**config.mk**
```make
export PLATFORM = sky130hd
export DESIGN_NAME = timer_watchdog_regfile
export DESIGN_NICKNAME = d
export VERILOG_FILES = /design/src/timer_regs_pkg.sv /design/src/timer_watchdog_regfile.sv
export SDC_FILE = /design/constraint.sdc
export NUM_CORES = 1
export LEC_CHECK = 0
export ABC_AREA = 1
export BUFFER_PORTS_ARGS = -buffer_cell sky130_fd_sc_hd__buf_2
export CAP_MARGIN = 5
export CORE_ASPECT_RATIO = 1.25
export CORE_UTILIZATION = 45
export DETAILED_ROUTE_END_ITERATION = 7
export GPL_ROUTABILITY_DRIVEN = 0
export PLACE_DENSITY = 0.73
export SKIP_LAST_GASP = 1
export SYNTH_ARGS = -nofsm -noshare
export SYNTH_HDL_FRONTEND = slang
export SYNTH_SLANG_ARGS = --single-unit
```
**constraint.sdc**
```tcl
create_clock -name clk_i -period 2.6 [get_ports clk_i]
set_input_delay 0.26 -clock clk_i [delete_from_list [all_inputs] [get_ports clk_i]]
set_output_delay 0.26 -clock clk_i [all_outputs]
set_load 0.1 [all_outputs]
```
**src/timer_regs_pkg.sv**
```systemverilog
// Package with the register map, field positions and types of the timer register bank.
package timer_regs_pkg;

  // ==========================================================================
  // Register addresses
  // ==========================================================================
  localparam logic [15:0] ADDR_COUNT_HIGH = 16'h1040;
  localparam logic [15:0] ADDR_COUNT_LOW = 16'h1041;
  localparam logic [15:0] ADDR_COMPARE_HIGH = 16'h1042;
  localparam logic [15:0] ADDR_COMPARE_LOW = 16'h1043;
  localparam logic [15:0] ADDR_CAPCMP_HIGH = 16'h1044;
  localparam logic [15:0] ADDR_CAPCMP_LOW = 16'h1045;
  localparam logic [15:0] ADDR_WDOG_COUNT_HIGH = 16'h1046;
  localparam logic [15:0] ADDR_WDOG_COUNT_LOW = 16'h1047;
  localparam logic [15:0] ADDR_WDOG_KEY = 16'h1048;
  localparam logic [15:0] ADDR_CONTROL_ONE = 16'h1049;
  localparam logic [15:0] ADDR_CONTROL_TWO = 16'h104a;
  localparam logic [15:0] ADDR_CONTROL_THREE = 16'h104b;
  localparam logic [15:0] ADDR_CONTROL_FOUR = 16'h104c;
  localparam logic [15:0] ADDR_PIN_CONTROL_ONE = 16'h104d;
  localparam logic [15:0] ADDR_PIN_CONTROL_TWO = 16'h104e;
  localparam logic [15:0] ADDR_PRIORITY = 16'h104f;

  // ==========================================================================
  // Field positions
  // ==========================================================================
  localparam int CTL1_TAP_BIT = 7;
  localparam int CTL1_WSEL_MSB_BIT = 6;
  localparam int CTL2_WRST_EN_BIT = 7;
  localparam int CTL2_WIRQ_EN_BIT = 6;
  localparam int CTL2_WIRQ_FLAG_BIT = 5;
  localparam int CTL2_TIRQ_EN_BIT = 4;
  localparam int CTL2_TIRQ_FLAG_BIT = 3;
  localparam int CTL2_SOFT_CLR_BIT = 0;
  localparam int CTL4_MODE_BIT = 7;
  localparam int PRI_STEST_BIT = 7;
  localparam int PRI_PRIO_BIT = 6;

  // Writable masks of control registers 1, 3 and 4 in each mode, and of the pin control and priority registers.
  localparam logic [7:0] CTL1_TIMER_MASK = 8'h07;
  localparam logic [7:0] CTL1_WDOG_MASK = 8'hf0;
  localparam logic [7:0] CTL3_DUAL_MASK = 8'he7;
  localparam logic [7:0] CTL3_CAPT_MASK = 8'ha5;
  localparam logic [7:0] CTL3_FLAG_MASK = 8'he0;
  localparam logic [7:0] CTL4_DUAL_MASK = 8'hff;
  localparam logic [7:0] CTL4_CAPT_MASK = 8'hd5;
  localparam logic [7:0] PC1_MASK = 8'h07;
  localparam logic [7:0] PC2_MASK = 8'h77;
  localparam logic [7:0] PRI_MASK = 8'hc0;
  localparam logic [7:0] BYTE_ZERO = 8'h00;
  localparam logic [15:0] WORD_ZERO = 16'h0000;

  // Watchdog options.
  typedef enum logic [1:0] {
    WDOG_STANDARD,
    WDOG_HARD,
    WDOG_SIMPLE
  } wdog_option_t;

  // One peripheral-file access from the CPU.
  typedef struct packed {
    logic [15:0] addr;
    logic [7:0] wdata;
    logic wr;
    logic rd;
    logic priv;
  } pf_req_t;

  // Events raised by the counting logic outside this bank.
  typedef struct packed {
    logic wdog_overflow;
    logic timer_overflow;
    logic edge_event;
    logic compare_two;
    logic compare_one;
  } timer_events_t;

  // Pin control view for one timer pin.
  typedef struct packed {
    logic data_out;
    logic function_sel;
    logic direction;
  } pin_ctrl_t;

endpackage

```
**src/timer_watchdog_regfile.sv**
```systemverilog
// Register bank of the 16-bit timer and its watchdog counter.
//
// Operation
// - Privilege-only bits change on a write only while the CPU is in privilege mode.
// - Clear-only bits can only be cleared by software and set-only bits only set.
// - Reset drives bits to their stated reset level, special bits keep their own rule.
// - Once the watchdog reset enable is set, tap and input selects freeze until reset.
// - In the hard watchdog option the selects stay writable and the input select MSB is ignored.
// - Control 2 bit 7 is the set-only watchdog reset enable, bit 6 its interrupt enable.
// - Control 2 bit 5 is the clear-only watchdog overflow flag with special reset.
// - Control 1 holds the timer clock select in bits 2..0 and watchdog selects in bits 7..4.
// - Control 4 bit 7 selects dual compare or capture/compare and shapes controls 3 and 4.
// - Control 3 holds clear-only edge, compare-2, compare-1 flags and their enables.
// - Each timer pin has a read-only level, output data, function select and direction.
// - The priority register holds privileged self-test and priority bits, reset to zero.
`timescale 1ns/1ps

module timer_watchdog_regfile
  import timer_regs_pkg::*;
#(
  parameter wdog_option_t WDOG_OPTION = WDOG_STANDARD
) (
  // Clock and reset.
  input wire logic clk_i,
  input wire logic rst_n_i,
  // Peripheral-file access.
  input wire pf_req_t pf_req_i,
  output logic [7:0] pf_rdata_o,
  // Values from the counting logic.
  input wire logic [15:0] timer_count_i,
  input wire logic [15:0] capture_value_i,
  input wire logic capture_load_i,
  input wire logic [15:0] wdog_count_i,
  input wire timer_events_t events_i,
  // Watchdog reset cause, sampled for the special reset of the overflow flag.
  input wire logic wdog_reset_cause_i,
  // Pin levels.
  input wire logic event_pin_i,
  input wire logic pwm_pin_i,
  input wire logic capture_reset_pin_i,
  // Controls toward the counting logic.
  output logic [15:0] compare_value_o,
  output logic [15:0] capture_compare_o,
  output logic [7:0] control_one_o,
  output logic [7:0] control_two_o,
  output logic [7:0] control_three_o,
  output logic [7:0] control_four_o,
  output logic [7:0] priority_o,
  output logic timer_soft_clear_o,
  output logic wdog_key_write_o,
  output logic [7:0] wdog_key_o,
  // Pin controls.
  output pin_ctrl_t event_pin_ctrl_o,
  output pin_ctrl_t pwm_pin_ctrl_o,
  output pin_ctrl_t capture_reset_pin_ctrl_o
);

  // ==========================================================================
  // Access decode
  // ==========================================================================
  logic [15:0] compare_ff;
  logic [15:0] capcmp_ff;
  logic [7:0] ctl1_ff;
  logic [7:0] ctl2_ff;
  logic [7:0] ctl3_ff;
  logic [7:0] ctl4_ff;
  logic [7:0] pc1_ff;
  logic [7:0] pc2_ff;
  logic [7:0] pri_ff;
  logic [7:0] rdata_ff;
  logic [7:0] key_ff;
  logic key_wr_ff;
  logic [2:0] pin_meta_ff;
  logic [2:0] pin_sync_ff;
  logic first_cycle_ff;
  logic [7:0] nxt_rdata;
  logic [7:0] nxt_ctl1;
  logic [7:0] ctl1_out_ff;
  logic nxt_capt_mode;
  logic wr;
  logic capt_mode;
  logic wdog_frozen;
  logic [7:0] ctl1_wmask;
  logic [7:0] ctl3_mask;
  logic [7:0] ctl4_mask;

  assign wr = pf_req_i.wr;
  assign capt_mode = ctl4_ff[CTL4_MODE_BIT];
  // The hard option never freezes the selects.
  assign wdog_frozen = ctl2_ff[CTL2_WRST_EN_BIT] && (WDOG_OPTION != WDOG_HARD);
  // Watchdog selects are privileged and freeze; the timer select is plain.
  assign ctl1_wmask = CTL1_TIMER_MASK
                    | ((pf_req_i.priv && !wdog_frozen) ? CTL1_WDOG_MASK : BYTE_ZERO);
  // A mode write reshapes control 3 at the same edge as control 4.
  assign nxt_capt_mode = (wr && pf_req_i.addr == ADDR_CONTROL_FOUR)
                       ? pf_req_i.wdata[CTL4_MODE_BIT] : capt_mode;
  assign ctl3_mask = nxt_capt_mode ? CTL3_CAPT_MASK : CTL3_DUAL_MASK;
  assign ctl4_mask = capt_mode ? CTL4_CAPT_MASK : CTL4_DUAL_MASK;

  // ==========================================================================
  // Compare and capture/compare byte pairs
  // ==========================================================================
  always_ff @(posedge clk_i) begin
    if (!rst_n_i) begin
      compare_ff <= WORD_ZERO;
    end else if (wr && pf_req_i.addr == ADDR_COMPARE_HIGH) begin
      compare_ff[15:8] <= pf_req_i.wdata;
    end else if (wr && pf_req_i.addr == ADDR_COMPARE_LOW) begin
      compare_ff[7:0] <= pf_req_i.wdata;
    end
  end

  // In capture mode a capture from the counting logic wins over a software write.
  always_ff @(posedge clk_i) begin
    if (!rst_n_i) begin
      capcmp_ff <= WORD_ZERO;
    end else if (capture_load_i && capt_mode) begin
      capcmp_ff <= capture_value_i;
    end else if (wr && pf_req_i.addr == ADDR_CAPCMP_HIGH) begin
      capcmp_ff[15:8] <= pf_req_i.wdata;
    end else if (wr && pf_req_i.addr == ADDR_CAPCMP_LOW) begin
      capcmp_ff[7:0] <= pf_req_i.wdata;
    end
  end

  // ==========================================================================
  // Watchdog key
  // ==========================================================================
  always_ff @(posedge clk_i) begin
    if (!rst_n_i) begin
      key_ff <= BYTE_ZERO;
      key_wr_ff <= 1'b0;
    end else begin
      key_wr_ff <= wr && pf_req_i.addr == ADDR_WDOG_KEY;
      if (wr && pf_req_i.addr == ADDR_WDOG_KEY) begin
        key_ff <= pf_req_i.wdata;
      end
    end
  end

  // ==========================================================================
  // Control register 1
  // ==========================================================================
  always_comb begin
    nxt_ctl1 = ctl1_ff;
    if (wr && pf_req_i.addr == ADDR_CONTROL_ONE) begin
      nxt_ctl1 = (ctl1_ff & ~ctl1_wmask) | (pf_req_i.wdata & ctl1_wmask);
    end
  end

  always_ff @(posedge clk_i) begin
    if (!rst_n_i) begin
      ctl1_ff <= BYTE_ZERO;
    end else begin
      ctl1_ff <= nxt_ctl1;
    end
  end

  // The hard option ignores the watchdog input select MSB on the output only.
  always_ff @(posedge clk_i) begin
    if (!rst_n_i) begin
      ctl1_out_ff <= BYTE_ZERO;
    end else if (WDOG_OPTION == WDOG_HARD) begin
      ctl1_out_ff <= nxt_ctl1 & ~(8'h01 << CTL1_WSEL_MSB_BIT);
    end else begin
      ctl1_out_ff <= nxt_ctl1;
    end
  end

  // ==========================================================================
  // Control register 2
  // ==========================================================================
  // The reset enable is privileged and set-only; enables are plain read/write;
  // flags are clear-only and a hardware set wins over a clear in the same cycle.
  always_ff @(posedge clk_i) begin
    if (!rst_n_i) begin
      ctl2_ff[CTL2_WRST_EN_BIT] <= 1'b0;
      ctl2_ff[CTL2_WIRQ_EN_BIT] <= 1'b0;
      ctl2_ff[CTL2_TIRQ_EN_BIT] <= 1'b0;
      ctl2_ff[CTL2_TIRQ_FLAG_BIT] <= 1'b0;
      ctl2_ff[2:1] <= 2'h0;
      ctl2_ff[CTL2_SOFT_CLR_BIT] <= 1'b0;
    end else begin
      if (wr && pf_req_i.addr == ADDR_CONTROL_TWO) begin
        if (pf_req_i.priv && pf_req_i.wdata[CTL2_WRST_EN_BIT]) begin
          ctl2_ff[CTL2_WRST_EN_BIT] <= 1'b1;
        end
        ctl2_ff[CTL2_WIRQ_EN_BIT] <= pf_req_i.wdata[CTL2_WIRQ_EN_BIT];
        ctl2_ff[CTL2_TIRQ_EN_BIT] <= pf_req_i.wdata[CTL2_TIRQ_EN_BIT];
      end
      if (events_i.timer_overflow) begin
        ctl2_ff[CTL2_TIRQ_FLAG_BIT] <= 1'b1;
      end else if (wr && pf_req_i.addr == ADDR_CONTROL_TWO
                   && !pf_req_i.wdata[CTL2_TIRQ_FLAG_BIT]) begin
        ctl2_ff[CTL2_TIRQ_FLAG_BIT] <= 1'b0;
      end
      // The watchdog flag is left alone by reset and takes the cause afterwards.
      if (first_cycle_ff) begin
        ctl2_ff[CTL2_WIRQ_FLAG_BIT] <= wdog_reset_cause_i;
      end else if (events_i.wdog_overflow) begin
        ctl2_ff[CTL2_WIRQ_FLAG_BIT] <= 1'b1;
      end else if (wr && pf_req_i.addr == ADDR_CONTROL_TWO
                   && !pf_req_i.wdata[CTL2_WIRQ_FLAG_BIT]) begin
        ctl2_ff[CTL2_WIRQ_FLAG_BIT] <= 1'b0;
      end
      // The soft clear is a one-cycle set-only strobe; a read in the cycle after the write sees it as one.
      ctl2_ff[CTL2_SOFT_CLR_BIT] <= wr && pf_req_i.addr == ADDR_CONTROL_TWO
                                   && pf_req_i.wdata[CTL2_SOFT_CLR_BIT];
    end
  end

  // The watchdog flag is not cleared by reset: in the first cycle after reset
  // it takes the reset cause, so software can tell a watchdog reset apart.
  always_ff @(posedge clk_i) begin
    if (!rst_n_i) begin
      first_cycle_ff <= 1'b1;
    end else begin
      first_cycle_ff <= 1'b0;
    end
  end

  // ==========================================================================
  // Control registers 3 and 4
  // ==========================================================================
  always_ff @(posedge clk_i) begin
    if (!rst_n_i) begin
      ctl3_ff <= BYTE_ZERO;
    end else begin
      for (int i = 0; i < 8; i++) begin
        if (!ctl3_mask[i]) begin
          ctl3_ff[i] <= 1'b0;
        end else if (CTL3_FLAG_MASK[i]) begin
          if ((i == 7 && events_i.edge_event) || (i == 6 && events_i.compare_two)
              || (i == 5 && events_i.compare_one)) begin
            ctl3_ff[i] <= 1'b1;
          end else if (wr && pf_req_i.addr == ADDR_CONTROL_THREE && !pf_req_i.wdata[i]) begin
            ctl3_ff[i] <= 1'b0;
          end
        end else if (wr && pf_req_i.addr == ADDR_CONTROL_THREE) begin
          ctl3_ff[i] <= pf_req_i.wdata[i];
        end
      end
    end
  end

  // A write is masked with the layout of the mode bit it carries, so the new mode's layout applies to that same write.
  always_ff @(posedge clk_i) begin
    if (!rst_n_i) begin
      ctl4_ff <= BYTE_ZERO;
    end else if (wr && pf_req_i.addr == ADDR_CONTROL_FOUR) begin
      ctl4_ff <= pf_req_i.wdata
               & (pf_req_i.wdata[CTL4_MODE_BIT] ? CTL4_CAPT_MASK : CTL4_DUAL_MASK);
    end else begin
      ctl4_ff <= ctl4_ff & ctl4_mask;
    end
  end

  // ==========================================================================
  // Pin control and priority
  // ==========================================================================
  always_ff @(posedge clk_i) begin
    if (!rst_n_i) begin
      pin_meta_ff <= 3'h0;
      pin_sync_ff <= 3'h0;
    end else begin
      pin_meta_ff <= {pwm_pin_i, capture_reset_pin_i, event_pin_i};
      pin_sync_ff <= pin_meta_ff;
    end
  end

  always_ff @(posedge clk_i) begin
    if (!rst_n_i) begin
      pc1_ff <= BYTE_ZERO;
      pc2_ff <= BYTE_ZERO;
    end else begin
      if (wr && pf_req_i.addr == ADDR_PIN_CONTROL_ONE) begin
        pc1_ff <= pf_req_i.wdata & PC1_MASK;
      end
      if (wr && pf_req_i.addr == ADDR_PIN_CONTROL_TWO) begin
        pc2_ff <= pf_req_i.wdata & PC2_MASK;
      end
    end
  end

  always_ff @(posedge clk_i) begin
    if (!rst_n_i) begin
      pri_ff <= BYTE_ZERO;
    end else if (wr && pf_req_i.priv && pf_req_i.addr == ADDR_PRIORITY) begin
      pri_ff <= pf_req_i.wdata & PRI_MASK;
    end
  end

  // ==========================================================================
  // Read path
  // ==========================================================================
  always_comb begin
    nxt_rdata = BYTE_ZERO;
    case (pf_req_i.addr)
      ADDR_COUNT_HIGH: nxt_rdata = timer_count_i[15:8];
      ADDR_COUNT_LOW: nxt_rdata = timer_count_i[7:0];
      ADDR_COMPARE_HIGH: nxt_rdata = compare_ff[15:8];
      ADDR_COMPARE_LOW: nxt_rdata = compare_ff[7:0];
      ADDR_CAPCMP_HIGH: nxt_rdata = capcmp_ff[15:8];
      ADDR_CAPCMP_LOW: nxt_rdata = capcmp_ff[7:0];
      ADDR_WDOG_COUNT_HIGH: nxt_rdata = wdog_count_i[15:8];
      ADDR_WDOG_COUNT_LOW: nxt_rdata = wdog_count_i[7:0];
      ADDR_CONTROL_ONE: nxt_rdata = ctl1_ff;
      ADDR_CONTROL_TWO: nxt_rdata = ctl2_ff;
      ADDR_CONTROL_THREE: nxt_rdata = ctl3_ff;
      ADDR_CONTROL_FOUR: nxt_rdata = ctl4_ff;
      ADDR_PIN_CONTROL_ONE: nxt_rdata = {4'h0, pin_sync_ff[0], pc1_ff[2:0]};
      ADDR_PIN_CONTROL_TWO: nxt_rdata = {pin_sync_ff[2], pc2_ff[6:4],
                                         pin_sync_ff[1], pc2_ff[2:0]};
      ADDR_PRIORITY: nxt_rdata = pri_ff;
      default: nxt_rdata = BYTE_ZERO;
    endcase
  end

  always_ff @(posedge clk_i) begin
    if (!rst_n_i) begin
      rdata_ff <= BYTE_ZERO;
    end else if (pf_req_i.rd) begin
      rdata_ff <= nxt_rdata;
    end
  end

  // ==========================================================================
  // Outputs
  // ==========================================================================
  assign pf_rdata_o = rdata_ff;
  assign compare_value_o = compare_ff;
  assign capture_compare_o = capcmp_ff;
  assign control_one_o = ctl1_out_ff;
  assign control_two_o = ctl2_ff;
  assign control_three_o = ctl3_ff;
  assign control_four_o = ctl4_ff;
  assign priority_o = pri_ff;
  assign timer_soft_clear_o = ctl2_ff[CTL2_SOFT_CLR_BIT];
  assign wdog_key_write_o = key_wr_ff;
  assign wdog_key_o = key_ff;
  assign event_pin_ctrl_o = pc1_ff[2:0];
  assign pwm_pin_ctrl_o = pc2_ff[6:4];
  assign capture_reset_pin_ctrl_o = pc2_ff[2:0];

endmodule

```
==> impl_summary.log <==
[metrics] outcome: completed
[metrics] clock tree from TritonCTS: built
[metrics] via count of the first global-routing pass: around 4900
[metrics] total iterations of the first detailed-routing run: 6
[metrics] largest delay contributor family on the critical path: simple AND/OR/NAND/NOR gates
[metrics] time the worst path needs with I/O delays and setup: around 1800 ps
[metrics] overflow left after global routing: 0
[metrics] post-synthesis simple-gate area fraction: a little over a third
[metrics] DIE AREA: 11500 um^2
[metrics] wire length of the first global-routing pass: between 20 and 30 mm
[metrics] routing usage on met2: 46.6%
[metrics] most used cells in the layout excluding fill and tap cells: sky130_fd_sc_hd__buf_2, sky130_fd_sc_hd__nand3_1, sky130_fd_sc_hd__nand2_1
[metrics] Min-Delay Path Depth: 3
[metrics] RSZ-0062 raised after global routing: false
[metrics] worst supply voltage drop on vdd: 337 uV
[metrics] Syn Inst Count: 677
[metrics] startpoint types: primary input
[metrics] clock tree buffer depth: 2
[metrics] count of cells along the worst register-to-register path: 5
[metrics] synthesis warning total: 0
[metrics] highest fanout seen on the critical path: 15
[metrics] clock edge transition at the registers on the reported setup and hold paths: 60 ps
[metrics] Post-Synth Adder-Cell Area: 0%
[metrics] number of buffers created by CTS: 9
[metrics] required time of the critical path: around 2800 ps
[metrics] DPL Wire Length: between 10 and 15 mm
[metrics] total detailed-routing wirelength: 16.7 mm
[metrics] post-placement cell count: 960
[metrics] clock skew after layout: approximately 7.0 ps
[metrics] leading cell types by total area after synthesis: sky130_fd_sc_hd__dfxtp_1, sky130_fd_sc_hd__nand3_1, sky130_fd_sc_hd__nand2_1
[metrics] crit path cell chain: buf_2 -> nor2_1 -> nand2_1 -> nor2_4 -> buf_4 -> nand3_2 -> inv_2 -> nor2_1 -> o21bai_1 -> nand2_1 -> a21oi_1
[metrics] count of endpoints failing setup in the final report: 0
[metrics] number of antenna violations at the first check in global routing: 1
[metrics] overall fraction of global-route tracks in use: between 20% and 30%
[metrics] Max-cap violations: 0
[metrics] share of synthesized area spent on multiplexers: 0%
[metrics] xor-xnor portion of the synthesized cell area: 0%
[metrics] Critical Path AT: approximately 2000 ps
[metrics] end point of the worst hold path: pin_meta_ff[1]
[metrics] GR met1 Demand/Resource: 36.2%
[metrics] initial standard-cell utilization of the core: 46.7%
[metrics] startpoint of the most critical hold path: capture_reset_pin_i
[metrics] standard cell with the maximum stage delay on the critical path: sky130_fd_sc_hd__nor2_4
[metrics] leakage dissipation: 2.97 nW
[metrics] CP endpoint kind: register
[metrics] core area: 10700 um^2
[metrics] share of post-route cells with drive strength above 1: 30.4%
[metrics] Fill cells: about 1000
[metrics] netlist area before placement: 4990 um^2
[metrics] post-cts repair resize count: 0
[metrics] Die Height: 120 um
[metrics] horizontal extent of the die: 96.2 um
[metrics] non-filler instance count after layout: 976
[metrics] reg-to-reg critical path endpoint: capture_compare_o[9]
[metrics] combinational family with the most area after synthesis: simple AND/OR/NAND/NOR gates
[metrics] worst-case register-to-register setup slack: 1090 ps
[metrics] Seq/Total Area, Yosys: 37.9%
[metrics] H-tree depth: 3
[metrics] worst skew pair latency: 350 ps
[metrics] Antenna Nets Post-Route: 0
[metrics] Num Clock Sinks: 94
[metrics] final count of pins violating max slew: 0
[metrics] combined buffer and inverter count along the critical path: 3
[metrics] number of distinct library cells after synthesis: 35
[metrics] number of placement rows: 42
[metrics] commonest register cell after synthesis: sky130_fd_sc_hd__dfxtp_1
[metrics] final number of hold-violating endpoints: 0
[metrics] Slowest Stage Delay on Critical Path: 390 ps
[metrics] post-route total power: 3.04 mW
[metrics] power density cells: 494 nW/um^2
[metrics] worst r2r src: control_four_o[7]
[metrics] clock root cell: sky130_fd_sc_hd__clkbuf_16
[metrics] library cell occupying the most area in the post-synthesis netlist: sky130_fd_sc_hd__dfxtp_1
[metrics] number of buffers added to fix hold violations after cts: 0
[metrics] starting DRC count in detailed routing: around 510
[metrics] Fmax achieved: 0.570 GHz
[metrics] Tightest Pin Transition: 635 ps
[metrics] fraction of post-synthesis cell area in the top cell type by area: 37.3%
[metrics] most common cell after layout, fill and taps aside: sky130_fd_sc_hd__buf_2
[metrics] area fraction in compound gates after synthesis: 16.1%
[metrics] area delta synth->final: 23.3%
[metrics] Setup Total Neg Slack: 0 ps
[metrics] proportion of register bits with asynchronous set or reset after synthesis: 0%
[metrics] final routed wire length divided by cell count: ~17 um
[metrics] maximum number of pins on one net before global-route repair: 37
[metrics] post-detailed-route DRC marker count: 0
[metrics] critical path type: in2reg
[metrics] input/output buffers: ~170
[metrics] Post-layout nets: 926
[metrics] Post-synth EDFFs: 1
[metrics] number of register bits inferred by synthesis: 94
[metrics] worst hold-check path type: in2reg
[metrics] Ports: approximately 190
[metrics] buffers inserted during post-CTS setup optimization: 0
[metrics] synthesized area divided by synthesized cell count: ~7.4 um^2
[metrics] met3 Resource Use GR: 6.78%
[metrics] crit share post-route: between 60% and 70%
[metrics] vias after detailed routing: around 5400
[metrics] detail-routed via count per cell: 5.56
[metrics] busiest layer in global routing: met2
[metrics] Worst slew margin: 57.5%
==> layout make-up <==
cell class	instances	area, um^2	area share, %
multi-input combinational	485	2590	42.1
clock inverter	3	20.0	0.326
antenna	1	2.50	0.0407
inverter	63	236	3.85
timing repair buffer	186	986	16.0
clock buffer	12	256	4.17
sequential	94	1890	30.8
tap	132	165	2.69
==> metal layers <==
metal	part of all wire, %	vias to the layer above
li1	-	2593
met1	39	2471
met2	48	307
met3	8.7	57
met4	4.2	2
met5	0.060	-
==> Yosys cell counts, drive strengths merged, types with 2 or more instances <==
cell / number
inv: 60
nor2: 107
nand3: 124
nor3: 4
clkbuf: 9
buf: 36
nand4: 4
o21ai: 27
a32oi: 8
nand2: 113
a21oi: 42
dfxtp: 93
clkinv: 3
a211oi: 42
a31oi: 2
==> registers in the layout (all words and copies together), names as in the netlist, named ones only <==
| name | count |
|---|---|
| first_cycle_ff | 1 |
| wdog_key_o | 8 |
| pf_rdata_o | 8 |
| control_three_o | 6 |
| control_two_o | 6 |
| control_four_o | 8 |
| pc1_ff | 3 |
| pc2_ff | 6 |
| priority_o | 2 |
| wdog_key_write_o | 1 |
| capture_compare_o | 16 |
| pin_meta_ff | 3 |
| compare_value_o | 16 |
| pin_sync_ff | 3 |
| control_one_o | 3 |
==> where the power goes <==
part	internal (mW)	switching, mW
sequential	1.45	0.00547
clock	0.695	0.566
combinational	0.0741	0.246
==> how the worst max path moves through the flow <==
stage,cells past startpoint,slack (ps),startpoint,endpoint
2_1_floorplan,6,560,control_four_o[7],capture_compare_o[6]
3_3_place_gp,11,560,pf_req_i[22],control_three_o[1]
3_5_place_dp,9,530,pf_req_i[16],compare_value_o[0]
4_1_cts,9,870,pf_req_i[16],compare_value_o[0]
5_1_grt,10,700,pf_req_i[17],capture_compare_o[10]
6_report,11,850,pf_req_i[22],control_three_o[1]
==> worst register-to-register path, stage by stage (launching register included) <==
cell,delay [ps]
sky130_fd_sc_hd__dfxtp_1,440
sky130_fd_sc_hd__nand2_1,140
sky130_fd_sc_hd__inv_2,320
sky130_fd_sc_hd__nor2_1,140
sky130_fd_sc_hd__a211oi_1,290
sky130_fd_sc_hd__nor2_1,70
==> stage by stage <==
stage | setup WS, ps | hold WS, ps | util (%) | cell area [um^2]
floorplan | 558 | 358 | - | 5020
global placement | 564 | 413 | 55.0 | 5870
detailed placement | 526 | 416 | 55.0 | 5870
CTS | 873 | 96.7 | 57.6 | 6150
global route | 698 | 116 | 57.6 | 6150
finish | 845 | 95.9 | 57.6 | 6150
==> kinds of logic after synthesis <==
| logic type | count (synthesis) |
|---|---|
| and+or+nand+nor | 352 |
| AOI/OAI and AO/OA | 122 |
| buffers and inverters | 108 |
| DFF | 94 |
| other | 1 |
Note: power is estimated with default switching activity, not from simulation.
